**config.mk**
```make
export PLATFORM = sky130hd
export DESIGN_NAME = mefc_msg_flow
export DESIGN_NICKNAME = d
export VERILOG_FILES = /design/src/design/mefc_pkg.sv /design/src/design/mefc_msg_flow.sv
export SDC_FILE = /design/constraint.sdc
export NUM_CORES = 1
export LEC_CHECK = 0
export BUFFER_PORTS_ARGS = -buffer_cell sky130_fd_sc_hd__buf_2
export CAP_MARGIN = 40
export CORE_UTILIZATION = 25
export DETAILED_ROUTE_END_ITERATION = 10
export GPL_ROUTABILITY_DRIVEN = 0
export SETUP_SLACK_MARGIN = 0.15
export SLEW_MARGIN = 20
export SYNTH_ARGS = -nofsm -noshare
export SYNTH_HDL_FRONTEND = slang
export SYNTH_SLANG_ARGS = --single-unit
```
**constraint.sdc**
```tcl
create_clock -name clock -period 33.4 [get_ports clock]
set_input_delay 6.68 -clock clock [delete_from_list [all_inputs] [get_ports clock]]
set_output_delay 6.68 -clock clock [all_outputs]
set_load 0.01 [all_outputs]
```
**src/design/mefc_pkg.sv**
```systemverilog
/*
  Constants, register map and state types for the message error-reply and
  flow-control block. Assumes one clock domain and an Avalon-MM slave port.
*/
package mefc_pkg;
  // Register byte offsets
  localparam logic [3:0] REG_CTRL   = 4'h0;
  localparam logic [3:0] REG_CMD    = 4'h4;
  localparam logic [3:0] REG_STATUS = 4'h8;
  localparam logic [3:0] REG_MATCH  = 4'hc;
  // Control fields
  localparam int         CTRL_RUN    = 0;
  localparam int         CTRL_SINGLE = 1;
  localparam int         CTRL_PRISUP = 2;
  localparam logic [2:0] CTRL_RESET  = 3'h5;
  // Command fields
  localparam int CMD_OP_LSB   = 0;
  localparam int CMD_PRI_BIT  = 8;
  localparam int CMD_ADDR_LSB = 16;
  // Status fields; bits 1 to 3 are write-one-to-clear
  localparam int ST_CMD_PEND   = 0;
  localparam int ST_RETRY_ERR  = 1;
  localparam int ST_REJECT     = 2;
  localparam int ST_REPLY_DROP = 3;
  localparam int ST_REPLY_PEND = 4;
  localparam int ST_TAG_LSB    = 8;
  localparam int ST_COUNT_LSB  = 16;
  // Match fields
  localparam int MT_TAG_LSB  = 0;
  localparam int MT_NP       = 8;
  localparam int MT_PR       = 9;
  localparam int MT_MISS     = 10;
  localparam int MT_ADDR_LSB = 16;
  // Opcodes
  localparam logic [7:0] OP_NP_READ      = 8'h00;
  localparam logic [7:0] OP_NP_WRITE     = 8'h02;
  localparam logic [7:0] OP_NP_MREAD     = 8'h04;
  localparam logic [7:0] OP_PR_READ      = 8'h20;
  localparam logic [7:0] OP_PR_WRITE     = 8'h1e;
  localparam logic [7:0] OP_PR_PRINT     = 8'h22;
  localparam logic [7:0] OP_PR_READ_REP  = 8'h90;
  localparam logic [7:0] OP_PR_WRITE_REP = 8'h92;
  localparam logic [7:0] OP_NP_ERR_REP   = 8'ha2;
  localparam int         OP_REPLY_BIT    = 7;
  // Priority status word fields
  localparam int SW_ERR_BIT   = 15;
  localparam int SW_RUN_BIT   = 14;
  localparam int SW_CODE_LSB  = 0;
  localparam int SW_CODE_ODD  = 0;
  // Limits and codes
  localparam logic [8:0] MAX_BUSY_RETRY = 9'h100;
  localparam logic [8:0] MAX_OUTSTAND   = 9'h100;
  localparam int         PRI_DEPTH      = 4;
  localparam logic [2:0] PRI_FULL       = 3'h4;
  localparam logic [7:0] ERR_ILLEGAL_OP = 8'h01;

  typedef enum logic [1:0] {
    SRC_NONE  = 2'b00,
    SRC_PREP  = 2'b01,
    SRC_NPREP = 2'b10,
    SRC_CMD   = 2'b11
  } mefc_src_t;

  typedef struct packed {
    logic                       waitReq;
    logic [31:0]                rdData;
    logic                       run;
    logic                       single;
    logic                       priSup;
    logic                       cmdPend;
    logic                       cmdPri;
    logic [7:0]                 cmdOp;
    logic [15:0]                cmdAddr;
    logic [8:0]                 cmdRetry;
    logic                       prPend;
    logic [7:0]                 prOp;
    logic [15:0]                prAddr;
    logic [15:0]                prWord;
    logic                       npPend;
    logic [7:0]                 npTag;
    logic [7:0]                 npCode;
    logic [8:0]                 repRetry;
    logic                       npTurn;
    logic [7:0]                 nextTag;
    logic [255:0]               outTable;
    logic [8:0]                 outCount;
    logic [PRI_DEPTH-1:0][15:0] priQ;
    logic [2:0]                 priCnt;
    logic                       retryErr;
    logic                       reject;
    logic                       drop;
    logic [7:0]                 mTag;
    logic                       mNp;
    logic                       mPr;
    logic                       mMiss;
    logic [15:0]                mAddr;
    mefc_src_t                  src;
    logic                       txValid;
    logic                       txIsReply;
    logic [7:0]                 txOpcode;
    logic [7:0]                 txTag;
    logic [15:0]                txStatusAddr;
    logic [15:0]                txStatusWord;
    logic [7:0]                 txErrCode;
  } mefc_state_t;
endpackage : mefc_pkg

```
**src/design/mefc_msg_flow.sv**
```systemverilog
/*
  Command-layer error-reply builder, transaction tagging, reply matching and
  busy retry handling. Assumes the link layer shares the clock, holds no
  done or busy pulse while txValid is low, and software uses Avalon-MM.
*/
// Overview of operation
// - Failed operations produce an error reply naming the command and a reason code.
// - Illegal or unsupported opcodes get an error reply, priority format for priority.
// - Priority error reply: opcode, two-byte status address, two-byte status word.
// - Priority error status word has bit 15 cleared.
// - Status word bit 14 shows running, clear when halted.
// - Low byte holds the error code, always odd.
// - Non-priority error reply: opcode A2, transaction tag, error code.
// - Several commands may be outstanding at once.
// - Receive and transmit paths work at the same time.
// - Busy from the link marks that specific message as failed.
// - A reply refused busy is resubmitted unchanged.
// - A command refused busy yields to ready replies, then is resent.
// - Beyond 256 busy retransmissions the message is dropped with an error.
// - Transaction tag is eight bits, 0 to 255.
// - Up to 256 outstanding commands, never two with one tag.
// - No new command starts before the link accepts or drops the previous one.
// - Tag increments after each non-priority command the link accepts.
// - Single-outstanding mode waits for the reply before the next command.
// - Non-priority replies pair with commands by tag.
// - Non-priority error replies copy the command's tag.
// - Priority replies pair by status address, oldest first.
// - Priority replies go first, non-priority ones are never starved.
module mefc_msg_flow (
  input  wire logic        clock,
  input  wire logic        rst,
  input  wire logic [3:0]  avs_address,
  input  wire logic        avs_read,
  input  wire logic        avs_write,
  input  wire logic [31:0] avs_writedata,
  output logic      [31:0] avs_readdata,
  output logic             avs_waitrequest,
  input  wire logic        rxValid,
  input  wire logic [7:0]  rxOpcode,
  input  wire logic [7:0]  rxTag,
  input  wire logic [15:0] rxStatusAddr,
  input  wire logic        rxOpOk,
  input  wire logic [7:0]  rxErrCode,
  output logic             txValid,
  output logic             txIsReply,
  output logic      [7:0]  txOpcode,
  output logic      [7:0]  txTag,
  output logic      [15:0] txStatusAddr,
  output logic      [15:0] txStatusWord,
  output logic      [7:0]  txErrCode,
  input  wire logic        txDone,
  input  wire logic        txBusy,
  output logic             retryError
);
  import mefc_pkg::*;

  mefc_state_t s;
  mefc_state_t next_s;

  // Receive decode
  logic       rxIsReply;
  logic       rxPriCmd;
  logic       rxNpCmd;
  logic       rxPriRep;
  logic       failPri;
  logic       failNp;
  logic [7:0] failCode;
  logic       cmdReady;
  logic       repLock;

  always_comb begin
    rxIsReply = rxOpcode[OP_REPLY_BIT];
    rxPriRep  = (rxOpcode == OP_PR_READ_REP) || (rxOpcode == OP_PR_WRITE_REP);
    rxPriCmd  = (rxOpcode == OP_PR_READ) || (rxOpcode == OP_PR_WRITE) ||
                (rxOpcode == OP_PR_PRINT);
    rxNpCmd   = (rxOpcode == OP_NP_READ) || (rxOpcode == OP_NP_WRITE) ||
                (rxOpcode == OP_NP_MREAD);
    failPri   = rxValid && !rxIsReply && rxPriCmd && (!s.priSup || !rxOpOk);
    failNp    = rxValid && !rxIsReply && !rxPriCmd && (!rxNpCmd || !rxOpOk);
    failCode  = (rxPriCmd && !s.priSup) || (!rxPriCmd && !rxNpCmd) ?
                ERR_ILLEGAL_OP : rxErrCode;
    // Tag collision or full table holds the command back
    cmdReady  = s.cmdPend &&
                (s.cmdPri ? (s.priCnt < PRI_FULL) :
                 (!s.outTable[s.nextTag] && (s.outCount < MAX_OUTSTAND))) &&
                (!s.single || ((s.outCount == 9'h000) && (s.priCnt == 3'h0)));
    repLock   = ((s.src == SRC_PREP) && s.prPend) || ((s.src == SRC_NPREP) && s.npPend);
  end

  always_comb begin
    logic hit;
    int   k;
    hit    = 1'b0;
    k      = 0;
    next_s = s;

    // Bus slave: one wait cycle, then a single-cycle answer
    next_s.waitReq = 1'b1;
    if ((avs_read || avs_write) && s.waitReq) begin
      next_s.waitReq = 1'b0;
      next_s.rdData  = '0;
      case (avs_address)
        REG_CTRL: begin
          next_s.rdData[CTRL_RUN]    = s.run;
          next_s.rdData[CTRL_SINGLE] = s.single;
          next_s.rdData[CTRL_PRISUP] = s.priSup;
        end
        REG_CMD: begin
          next_s.rdData[CMD_OP_LSB +: 8]    = s.cmdOp;
          next_s.rdData[CMD_PRI_BIT]        = s.cmdPri;
          next_s.rdData[CMD_ADDR_LSB +: 16] = s.cmdAddr;
        end
        REG_STATUS: begin
          next_s.rdData[ST_CMD_PEND]        = s.cmdPend;
          next_s.rdData[ST_RETRY_ERR]       = s.retryErr;
          next_s.rdData[ST_REJECT]          = s.reject;
          next_s.rdData[ST_REPLY_DROP]      = s.drop;
          next_s.rdData[ST_REPLY_PEND]      = s.prPend || s.npPend;
          next_s.rdData[ST_TAG_LSB +: 8]    = s.nextTag;
          next_s.rdData[ST_COUNT_LSB +: 9]  = s.outCount;
        end
        REG_MATCH: begin
          next_s.rdData[MT_TAG_LSB +: 8]    = s.mTag;
          next_s.rdData[MT_NP]              = s.mNp;
          next_s.rdData[MT_PR]              = s.mPr;
          next_s.rdData[MT_MISS]            = s.mMiss;
          next_s.rdData[MT_ADDR_LSB +: 16]  = s.mAddr;
        end
        default: next_s.rdData = '0;
      endcase
    end
    if (avs_write && !s.waitReq) begin
      case (avs_address)
        REG_CTRL: begin
          next_s.run    = avs_writedata[CTRL_RUN];
          next_s.single = avs_writedata[CTRL_SINGLE];
          next_s.priSup = avs_writedata[CTRL_PRISUP];
        end
        REG_CMD: begin
          // One command slot; a write while it is busy is refused
          if (s.cmdPend) begin
            next_s.reject = 1'b1;
          end else begin
            next_s.cmdPend  = 1'b1;
            next_s.cmdOp    = avs_writedata[CMD_OP_LSB +: 8];
            next_s.cmdPri   = avs_writedata[CMD_PRI_BIT];
            next_s.cmdAddr  = avs_writedata[CMD_ADDR_LSB +: 16];
            next_s.cmdRetry = '0;
          end
        end
        REG_STATUS: begin
          // Clears first so that a hardware set below wins
          if (avs_writedata[ST_RETRY_ERR]) next_s.retryErr = 1'b0;
          if (avs_writedata[ST_REJECT])    next_s.reject   = 1'b0;
          if (avs_writedata[ST_REPLY_DROP]) next_s.drop    = 1'b0;
        end
        default: ;
      endcase
    end

    // Receive path runs independently of transmit
    if (rxValid && rxIsReply) begin
      next_s.mNp   = 1'b0;
      next_s.mPr   = 1'b0;
      next_s.mMiss = 1'b0;
      if (rxPriRep) begin
        // Oldest entry sits at index 0
        for (int i = 0; i < PRI_DEPTH; i++) begin
          if (!hit && (i < int'(s.priCnt)) && (s.priQ[i] == rxStatusAddr)) begin
            hit = 1'b1;
            k   = i;
          end
        end
        if (hit) begin
          for (int i = 0; i < PRI_DEPTH - 1; i++) begin
            if (i >= k) next_s.priQ[i] = s.priQ[i+1];
          end
          next_s.priCnt = s.priCnt - 3'h1;
          next_s.mPr    = 1'b1;
          next_s.mAddr  = rxStatusAddr;
        end else begin
          next_s.mMiss  = 1'b1;
        end
      end else if (s.outTable[rxTag]) begin
        next_s.outTable[rxTag] = 1'b0;
        next_s.outCount        = s.outCount - 9'h001;
        next_s.mNp             = 1'b1;
        next_s.mTag            = rxTag;
      end else begin
        next_s.mMiss = 1'b1;
      end
    end
    // A full slot cannot take a second error reply; it is dropped and flagged
    if (failPri) begin
      if (s.prPend) begin
        next_s.drop = 1'b1;
      end else begin
        next_s.prPend = 1'b1;
        next_s.prOp   = (rxOpcode == OP_PR_READ) ? OP_PR_READ_REP : OP_PR_WRITE_REP;
        next_s.prAddr = rxStatusAddr;
        next_s.prWord = '0;
        next_s.prWord[SW_CODE_LSB +: 8] = failCode;
        next_s.prWord[SW_CODE_ODD]      = 1'b1;
        next_s.prWord[SW_RUN_BIT]       = s.run;
      end
    end
    if (failNp) begin
      if (s.npPend) begin
        next_s.drop = 1'b1;
      end else begin
        next_s.npPend = 1'b1;
        next_s.npTag  = rxTag;
        next_s.npCode = failCode;
      end
    end

    // Transmit path
    if (s.txValid) begin
      if (txDone) begin
        next_s.txValid = 1'b0;
        next_s.src     = SRC_NONE;
        case (s.src)
          SRC_PREP: begin
            next_s.prPend   = failPri && s.prPend ? 1'b0 : failPri;
            next_s.repRetry = '0;
          end
          SRC_NPREP: begin
            next_s.npPend   = failNp && s.npPend ? 1'b0 : failNp;
            next_s.repRetry = '0;
          end
          SRC_CMD: begin
            next_s.cmdPend  = 1'b0;
            next_s.cmdRetry = '0;
            if (s.cmdPri) begin
              next_s.priQ[next_s.priCnt[1:0]] = s.cmdAddr;
              next_s.priCnt = next_s.priCnt + 3'h1;
            end else begin
              next_s.outTable[s.nextTag] = 1'b1;
              next_s.outCount = next_s.outCount + 9'h001;
              next_s.nextTag  = s.nextTag + 8'h01;
            end
          end
          default: ;
        endcase
      end else if (txBusy) begin
        next_s.txValid = 1'b0;
        if (s.src == SRC_CMD) begin
          next_s.src = SRC_NONE;
          if (s.cmdRetry == MAX_BUSY_RETRY) begin
            next_s.retryErr = 1'b1;
            next_s.cmdPend  = 1'b0;
            next_s.cmdRetry = '0;
          end else begin
            next_s.cmdRetry = s.cmdRetry + 9'h001;
          end
        end else if (s.repRetry == MAX_BUSY_RETRY) begin
          next_s.retryErr = 1'b1;
          next_s.repRetry = '0;
          next_s.src      = SRC_NONE;
          // A failure in this cycle met a full slot and was dropped above
          if (s.src == SRC_PREP) next_s.prPend = 1'b0;
          else next_s.npPend = 1'b0;
        end else begin
          // Source stays locked so that the same reply goes next
          next_s.repRetry = s.repRetry + 9'h001;
        end
      end
    end else begin
      if (!repLock) begin
        next_s.src = SRC_NONE;
        // Replies always beat the command; fairness turn between replies
        if (s.prPend && (!s.npPend || !s.npTurn)) begin
          next_s.src    = SRC_PREP;
          next_s.npTurn = s.npPend;
        end else if (s.npPend) begin
          next_s.src    = SRC_NPREP;
          next_s.npTurn = 1'b0;
        end else if (cmdReady) begin
          next_s.src    = SRC_CMD;
        end
      end
      next_s.txValid = (next_s.src != SRC_NONE);
      case (next_s.src)
        SRC_PREP: begin
          next_s.txIsReply    = 1'b1;
          next_s.txOpcode     = s.prOp;
          next_s.txTag        = '0;
          next_s.txStatusAddr = s.prAddr;
          next_s.txStatusWord = s.prWord;
          next_s.txErrCode    = s.prWord[SW_CODE_LSB +: 8];
        end
        SRC_NPREP: begin
          next_s.txIsReply    = 1'b1;
          next_s.txOpcode     = OP_NP_ERR_REP;
          next_s.txTag        = s.npTag;
          next_s.txStatusAddr = '0;
          next_s.txStatusWord = '0;
          next_s.txErrCode    = s.npCode;
        end
        SRC_CMD: begin
          next_s.txIsReply    = 1'b0;
          next_s.txOpcode     = s.cmdOp;
          next_s.txTag        = s.cmdPri ? 8'h00 : s.nextTag;
          next_s.txStatusAddr = s.cmdAddr;
          next_s.txStatusWord = '0;
          next_s.txErrCode    = '0;
        end
        default: ;
      endcase
    end
  end

  always_ff @(posedge clock or posedge rst) begin
    if (rst) begin
      s         <= '0;
      s.waitReq <= 1'b1;
      s.run     <= CTRL_RESET[CTRL_RUN];
      s.single  <= CTRL_RESET[CTRL_SINGLE];
      s.priSup  <= CTRL_RESET[CTRL_PRISUP];
      s.src     <= SRC_NONE;
    end else begin
      s <= next_s;
    end
  end

  assign avs_readdata    = s.rdData;
  assign avs_waitrequest = s.waitReq;
  assign txValid         = s.txValid;
  assign txIsReply       = s.txIsReply;
  assign txOpcode        = s.txOpcode;
  assign txTag           = s.txTag;
  assign txStatusAddr    = s.txStatusAddr;
  assign txStatusWord    = s.txStatusWord;
  assign txErrCode       = s.txErrCode;
  assign retryError      = s.retryErr;
endmodule : mefc_msg_flow

```
==> results.sh, run 1 <==
export IMPL_status="complete, no violations"
export IMPL_clock_sinks=548
export IMPL_cp_data_required_time_ns=33.92
export IMPL_ctsHoldBuffers=0
export IMPL_maxSlewViolCount=0
export IMPL_vdd_drop_max_uv=43.7
export IMPL_critPathLaunchType="primary input"
export IMPL_ioPinCount=176
export IMPL_p_leak_nw=14.2
export IMPL_overflow=0
export IMPL_start_util=0.252
export IMPL_rows=124
export IMPL_cts_resized=0
export IMPL_p_sw_w=0.000641
export IMPL_synth_top_area_frac=0.474
export IMPL_grt_pass1_wl_mm=148
export IMPL_min_period_ns=11.36
export IMPL_grt_max_degree=98
export IMPL_clock_latency_ns=0.67
export IMPL_internal_power_w=0.00130
export IMPL_hp_start="txStatusWord[1]"
export IMPL_netlist_instances=2873
export IMPL_critical_path_max_stage_delay_ns=0.83
export IMPL_syn2layout_area_growth_pct=14.7
export IMPL_setup_violations=0
export IMPL_viasPerCell=5.26
export IMPL_hold_depth=2
export IMPL_yosys_top_cells_area="dfrtp_1, o21ai_0, mux4_2"
export IMPL_p_clk_frac=0.362
export IMPL_r2r_start="s[422]"
export IMPL_dr_pass1_iters=5
export IMPL_maxCapViolCount=0
export IMPL_cts_tree="built"
export IMPL_dieArea_um2=117000
export IMPL_path_cells="buf_6 > buf_4 > mux4_2 > mux4_2 > nor2_1 > or4_1 > o31a_1 > nand3_1 > nand3_1 > nand2_1 > buf_8 > nand3b_1 > buf_4 > o21ai_0 > o21ai_0"
export IMPL_crit_type="in -> reg"
export IMPL_total_power_w=0.00194
export IMPL_drc_errors=0
export IMPL_routed_via_count=23400
export IMPL_post_cts_buffers=0
export IMPL_ctsLongestPathBuffers=3
export IMPL_clockRootBuffer="clkbuf_16"
export IMPL_antennaDiodeCount=0
export IMPL_die_width_um=341
export IMPL_synth_seq_cells=548
export IMPL_p_per_area_nw_per_um2=58.8
export IMPL_sequentialPowerShare=0.413
export IMPL_timing_setup_tns_ns=0
export IMPL_swShare=0.330
export IMPL_htreeDepth=2
export IMPL_antenna_found_initial=8
export IMPL_hpwl_mm=66.4
export IMPL_worst_pin_slew_ns=0.923
export IMPL_fp_dieH_um=341
export IMPL_clk_pin_slew_worst_paths_ns=0.06
export IMPL_crit_slowest_cell="buf_4"
export IMPL_max_freq_ghz=0.0880
export IMPL_layout_drive_gt1_share=0.185
export IMPL_drt_total_wl_mm=98.9
export IMPL_first_global_vias=22900
export IMPL_ant_nets=0
export IMPL_synth_area_per_cell_um2=10.0
export IMPL_r2r_setup_slack_ns=27.70
export IMPL_reg2reg_depth=13
export IMPL_grtUsageTotal=0.165
export IMPL_routedWlPerCell_um=22.3
export IMPL_synth_edf_count=0
export IMPL_seq_area_um2=13700
export IMPL_combPwrFrac=0.225
export IMPL_io_buffer_count=161
export IMPL_finalCritPeriodShare=0.340
export IMPL_cp_max_fo=67
export IMPL_slew_headroom=0.383
export IMPL_first_iter_violations=2076
export IMPL_cts_buffers=60
export IMPL_critPathArrivalTime_ns=11.88
export IMPL_ys_seq_area_frac=0.476
export IMPL_hold_path_class="reg -> reg"
export IMPL_synth_area_um2=28800
export IMPL_nets=2985
export IMPL_synth_warnings=0
export IMPL_synth_ff_type="dfrtp_1"
export IMPL_r2r_end="txStatusAddr[14]"
export IMPL_yosysTopAreaCell="dfrtp_1"
export IMPL_finalClockSkew_ns=0.0575
export IMPL_fill_cells=11900
export IMPL_synth_common_cells="o21ai_0, dfrtp_1, nand2_1, clkbuf_1, mux2i_1"
export IMPL_synthArstFlopShare=1.00
export IMPL_core_area_um2=114000
export IMPL_min_to="txStatusWord[1]"
export IMPL_rsz0062_at_grt="false"
export IMPL_synth_distinct_cells=67
export IMPL_synth_most_common_cell="o21ai_0"
export IMPL_hold_violations=0
export IMPL_multiInputGateArea_um2=13500
export IMPL_end_kind="register"
==> cells by family after synthesis <==
| group | synth area share |
|---|---|
| fa+ha+maj | 0.00869 |
| simple gates | 0.105 |
| buf+inv | 0.0558 |
| xor+xnor | 0.0274 |
| compound gates | 0.170 |
| other cells | 0.000130 |
| flops | 0.476 |
| mux | 0.157 |
==> per-layer routing <==
layer	GRT usage	wire length (um)	vias up
li1	-	-	10200
met1	0.219	41300	11800
met2	0.262	45500	1120
met3	0.0444	9110	214
met4	0.0520	2950	12
met5	0	76	-
==> power by group through the flow <==
stage / combinational (W) / sequential [W] / clock [W]
CTS: 0.000438 / 0.000801 / 0.000714
floorplan: 0.000324 / 0.000776 / 0
global placement: 0.000412 / 0.000818 / 0
finish: 0.000437 / 0.000803 / 0.000703
detailed placement: 0.000435 / 0.000813 / 0
global route: 0.000479 / 0.000811 / 0.000740
==> per-stage QoR <==
step / area [um2] / worst slack (ns) / hold WS, ns / instances / util
2_1_floorplan: 28800 / 11.40 / 0.441 / 2879 / -
5_1_grt: 33000 / 21.86 / 0.497 / 4442 / 0.289
3_5_place_dp: 30800 / 21.22 / 0.458 / 4322 / 0.270
6_report: 33000 / 22.04 / 0.468 / 4442 / 0.289
3_3_place_gp: 30400 / 21.36 / 0.456 / 4291 / 0.266
4_1_cts: 32900 / 21.91 / 0.472 / 4433 / 0.288
==> state kept, by name, indices dropped and copies added, names as in the netlist, named ones only <==
signal,flops
txStatusAddr,16
txStatusWord,9
txOpcode,8
s,447
avs_waitrequest,1
txTag,8
avs_readdata,32
txErrCode,8
txValid,1
txIsReply,1
retryError,1
==> worst max path at each step <==
stage,endpoint,startpoint,depth (start not counted)
6_report,s[259],rxTag[1],15
5_1_grt,s[161],rxTag[0],17
4_1_cts,s[161],rxTag[1],16
3_5_place_dp,s[161],rxTag[1],16
3_3_place_gp,s[161],rxTag[1],16
2_1_floorplan,asynchronous set/reset pin,rst,1
==> layout make-up <==
cell class	instances	area share
Timing Repair Buffer	243	0.0509
Clock inverter	22	0.00932
Sequential cell	548	0.415
Tap cell	1512	0.0573
Clock buffer	89	0.0542
Inverter	23	0.00284
Multi-Input combinational cell	2005	0.410
==> worst max-delay path, delay by kind of cell <==
family	cells	cell delay [ns]
AOI/OAI and AO/OA	3	0.51
and+or+nand+nor	6	1.35
muxes	2	0.90
buffers and inverters	4	2.32
==> cells in the final DEF, fill, tap and decap left out, drive strengths merged, types with 4 or more instances in the layout <==
cell type,n
o21ai,681
dfrtp,545
nand2,380
buf,240
mux2i,146
mux4,92
clkbuf,91
nor2,90
mux2,88
a22oi,70
a21oi,53
xor2,50
xnor2,40
nand3,38
nor2b,28
nor3,25
inv,23
nand2b,20
ha,20
a22o,19
nor4,19
and2,14
clkinv,14
a221oi,13
nand3b,12
and3,12
nor3b,10
nand4,9
o22ai,9
conb,7
nor4b,5
bufinv,5
or2,5
a21o,4
a31oi,4
Note: power is estimated with default switching activity, not from simulation.
==> inputs of run 2 (changes only) <==
==> constraint.sdc (replaced) <==
create_clock -name clock -period 10.9 [get_ports clock]
set_input_delay 2.18 -clock clock [delete_from_list [all_inputs] [get_ports clock]]
set_output_delay 2.18 -clock clock [all_outputs]
set_load 0.01 [all_outputs]
==> run 2 against run 1 <==
  * Cell count up 0.14%
  * Die area did not move
  * Critical path depth increased by 3
  * Clock-buffer cell count up 10
  * Sequential cell count is the same
  * Wire length increased by 0.28%
  * Via count rose by 0.47%
  * Setup slack worse by 18 ns
  * First-iteration DRC count grew 14%
  * Highest routed layer unchanged
==> results.sh, run 2 (synthesis results as in run 1) <==
export IMPL_hold_violations=0
export IMPL_rsz0062_at_grt="false"
export IMPL_viasPerCell=5.28
export IMPL_core_area_um2=114000
export IMPL_layout_drive_gt1_share=0.185
export IMPL_hpwl_mm=65.9
export IMPL_ctsLongestPathBuffers=3
export IMPL_finalClockSkew_ns=0.0294
export IMPL_critical_path_max_stage_delay_ns=0.63
export IMPL_crit_type="in -> reg"
export IMPL_largest_register_ffs=447
export IMPL_clock_latency_ns=0.62
export IMPL_htreeDepth=3
export IMPL_seq_area_um2=13700
export IMPL_setup_violations=0
export IMPL_routedWlPerCell_um=22.3
export IMPL_worst_pin_slew_ns=1.03
export IMPL_clk_pin_slew_worst_paths_ns=0.06
export IMPL_status="complete, no violations"
export IMPL_clockRootBuffer="clkbuf_16"
export IMPL_path_cells="buf_6 > buf_16 > buf_4 > mux2i_1 > a22oi_1 > nand2_1 > o22ai_1 > o21ai_0 > nand3_1 > o21ai_0 > nand2_1 > buf_4 > xnor2_1 > ha_1 > nand2_1 > a211o_1 > mux2i_1 > xor2_1"
export IMPL_min_period_ns=6.60
export IMPL_ctsHoldBuffers=0
export IMPL_hold_path_class="reg -> reg"
export IMPL_cpMostUsedCell="nand2_1"
export IMPL_dieArea_um2=117000
export IMPL_post_cts_buffers=0
export IMPL_end_kind="register"
export IMPL_vdd_drop_max_uv=115
export IMPL_cts_buffers=67
export IMPL_first_iter_violations=2360
export IMPL_multiInputGateArea_um2=13600
export IMPL_largest_register="s"
export IMPL_swShare=0.328
export IMPL_slew_headroom=0.306
export IMPL_maxSlewViolCount=0
export IMPL_fill_cells=11800
export IMPL_internal_power_w=0.00414
export IMPL_max_freq_ghz=0.151
export IMPL_rows=124
export IMPL_dr_pass1_iters=7
export IMPL_fp_dieH_um=341
export IMPL_p_leak_nw=14.3
export IMPL_p_per_area_nw_per_um2=186
export IMPL_ioPinCount=176
export IMPL_drt_total_wl_mm=99.2
export IMPL_finalCritPeriodShare=0.606
export IMPL_timing_setup_tns_ns=0
export IMPL_crit_slowest_cell="o21ai_0"
export IMPL_maxCapViolCount=0
export IMPL_syn2layout_area_growth_pct=15.3
export IMPL_cp_max_fo=55
export IMPL_io_buffer_count=161
export IMPL_start_util=0.252
export IMPL_first_global_vias=22900
export IMPL_grt_max_degree=184
export IMPL_die_width_um=341
export IMPL_antenna_found_initial=5
export IMPL_nets=2985
export IMPL_critPathArrivalTime_ns=7.14
export IMPL_overflow=0
export IMPL_routed_via_count=23500
export IMPL_cp_data_required_time_ns=11.43
export IMPL_critPathLaunchType="primary input"
export IMPL_hold_slack_ns=0.471
export IMPL_cts_resized=0
export IMPL_sequentialPowerShare=0.401
export IMPL_mostFrequentLayoutCell="o21ai_0"
export IMPL_drc_errors=0
export IMPL_combPwrFrac=0.214
export IMPL_cts_tree="built"
export IMPL_ant_nets=0
export IMPL_p_sw_w=0.00202
export IMPL_p_clk_frac=0.385
export IMPL_grt_pass1_wl_mm=148
export IMPL_cp_num_buf_inv=4
export IMPL_grtUsageTotal=0.165
export IMPL_final_cell_mix="o21ai_0, dfrtp_1, nand2_1"
export IMPL_clock_sinks=548
export IMPL_critPathTopFamily="compound AO/OA/AOI/OAI gates"
export IMPL_fin_util=0.290
==> run 2: worst min-delay path, cell delays in order (launching register included) <==
cell and delay (ns):
dfrtp_1 0.34, nand2_1 0.05, nand2_1 0.05
==> run 2: worst paths after layout <==
kind	slack, ns	startpoint	cells past startpoint	endpoint
worst max-delay path	4.30	rxTag[1]	18	s[161]
min in group asynchronous	1.69	rst	3	s[320]
worst min-delay path	0.47	s[474]	2	s[474]
max in group asynchronous	7.40	rst	5	s[460]
worst max register to register	5.19	s[423]	11	txOpcode[4]
worst min register to register	0.47	s[474]	2	s[474]
==> run 2: final cells by class <==
| type | instances | share of cell area |
|---|---|---|
| Inverter | 23 | 0.00271 |
| Timing Repair Buffer | 236 | 0.0491 |
| Tap cell | 1512 | 0.0570 |
| Multi-Input combinational cell | 2005 | 0.408 |
| Sequential cell | 548 | 0.413 |
| Clock inverter | 24 | 0.0113 |
| Clock buffer | 99 | 0.0587 |
| Antenna cell | 1 | 0.0000754 |
==> run 2: routing by layer <==
metal  GRT usage  up-vias  share of wire
met3      0.0342      199          0.092
li1            -    10200              -
met2       0.261     1197           0.46
met1       0.223    11800           0.42
met4      0.0581        8          0.032
met5           0        -        0.00050
==> run 2: power groups by stage <==
stage          sequential, W  clock (W)  combinational, W
2_1_floorplan        0.00238          0          0.000993
3_3_place_gp         0.00252          0           0.00126
3_5_place_dp         0.00252          0           0.00129
4_1_cts              0.00249    0.00240           0.00129
5_1_grt              0.00250    0.00248           0.00144
6_report             0.00247    0.00237           0.00132
==> run 2: through the flow <==
stage	worst slack, ns	std cells	total power [W]	instance area [um2]
3_5_place_dp	3.86	4314	0.00381	30700
6_report	4.30	4448	0.00616	33200
4_1_cts	4.46	4437	0.00618	33000
3_3_place_gp	3.70	4286	0.00378	30400
5_1_grt	4.10	4447	0.00641	33200
2_1_floorplan	1.27	2879	0.00337	28800
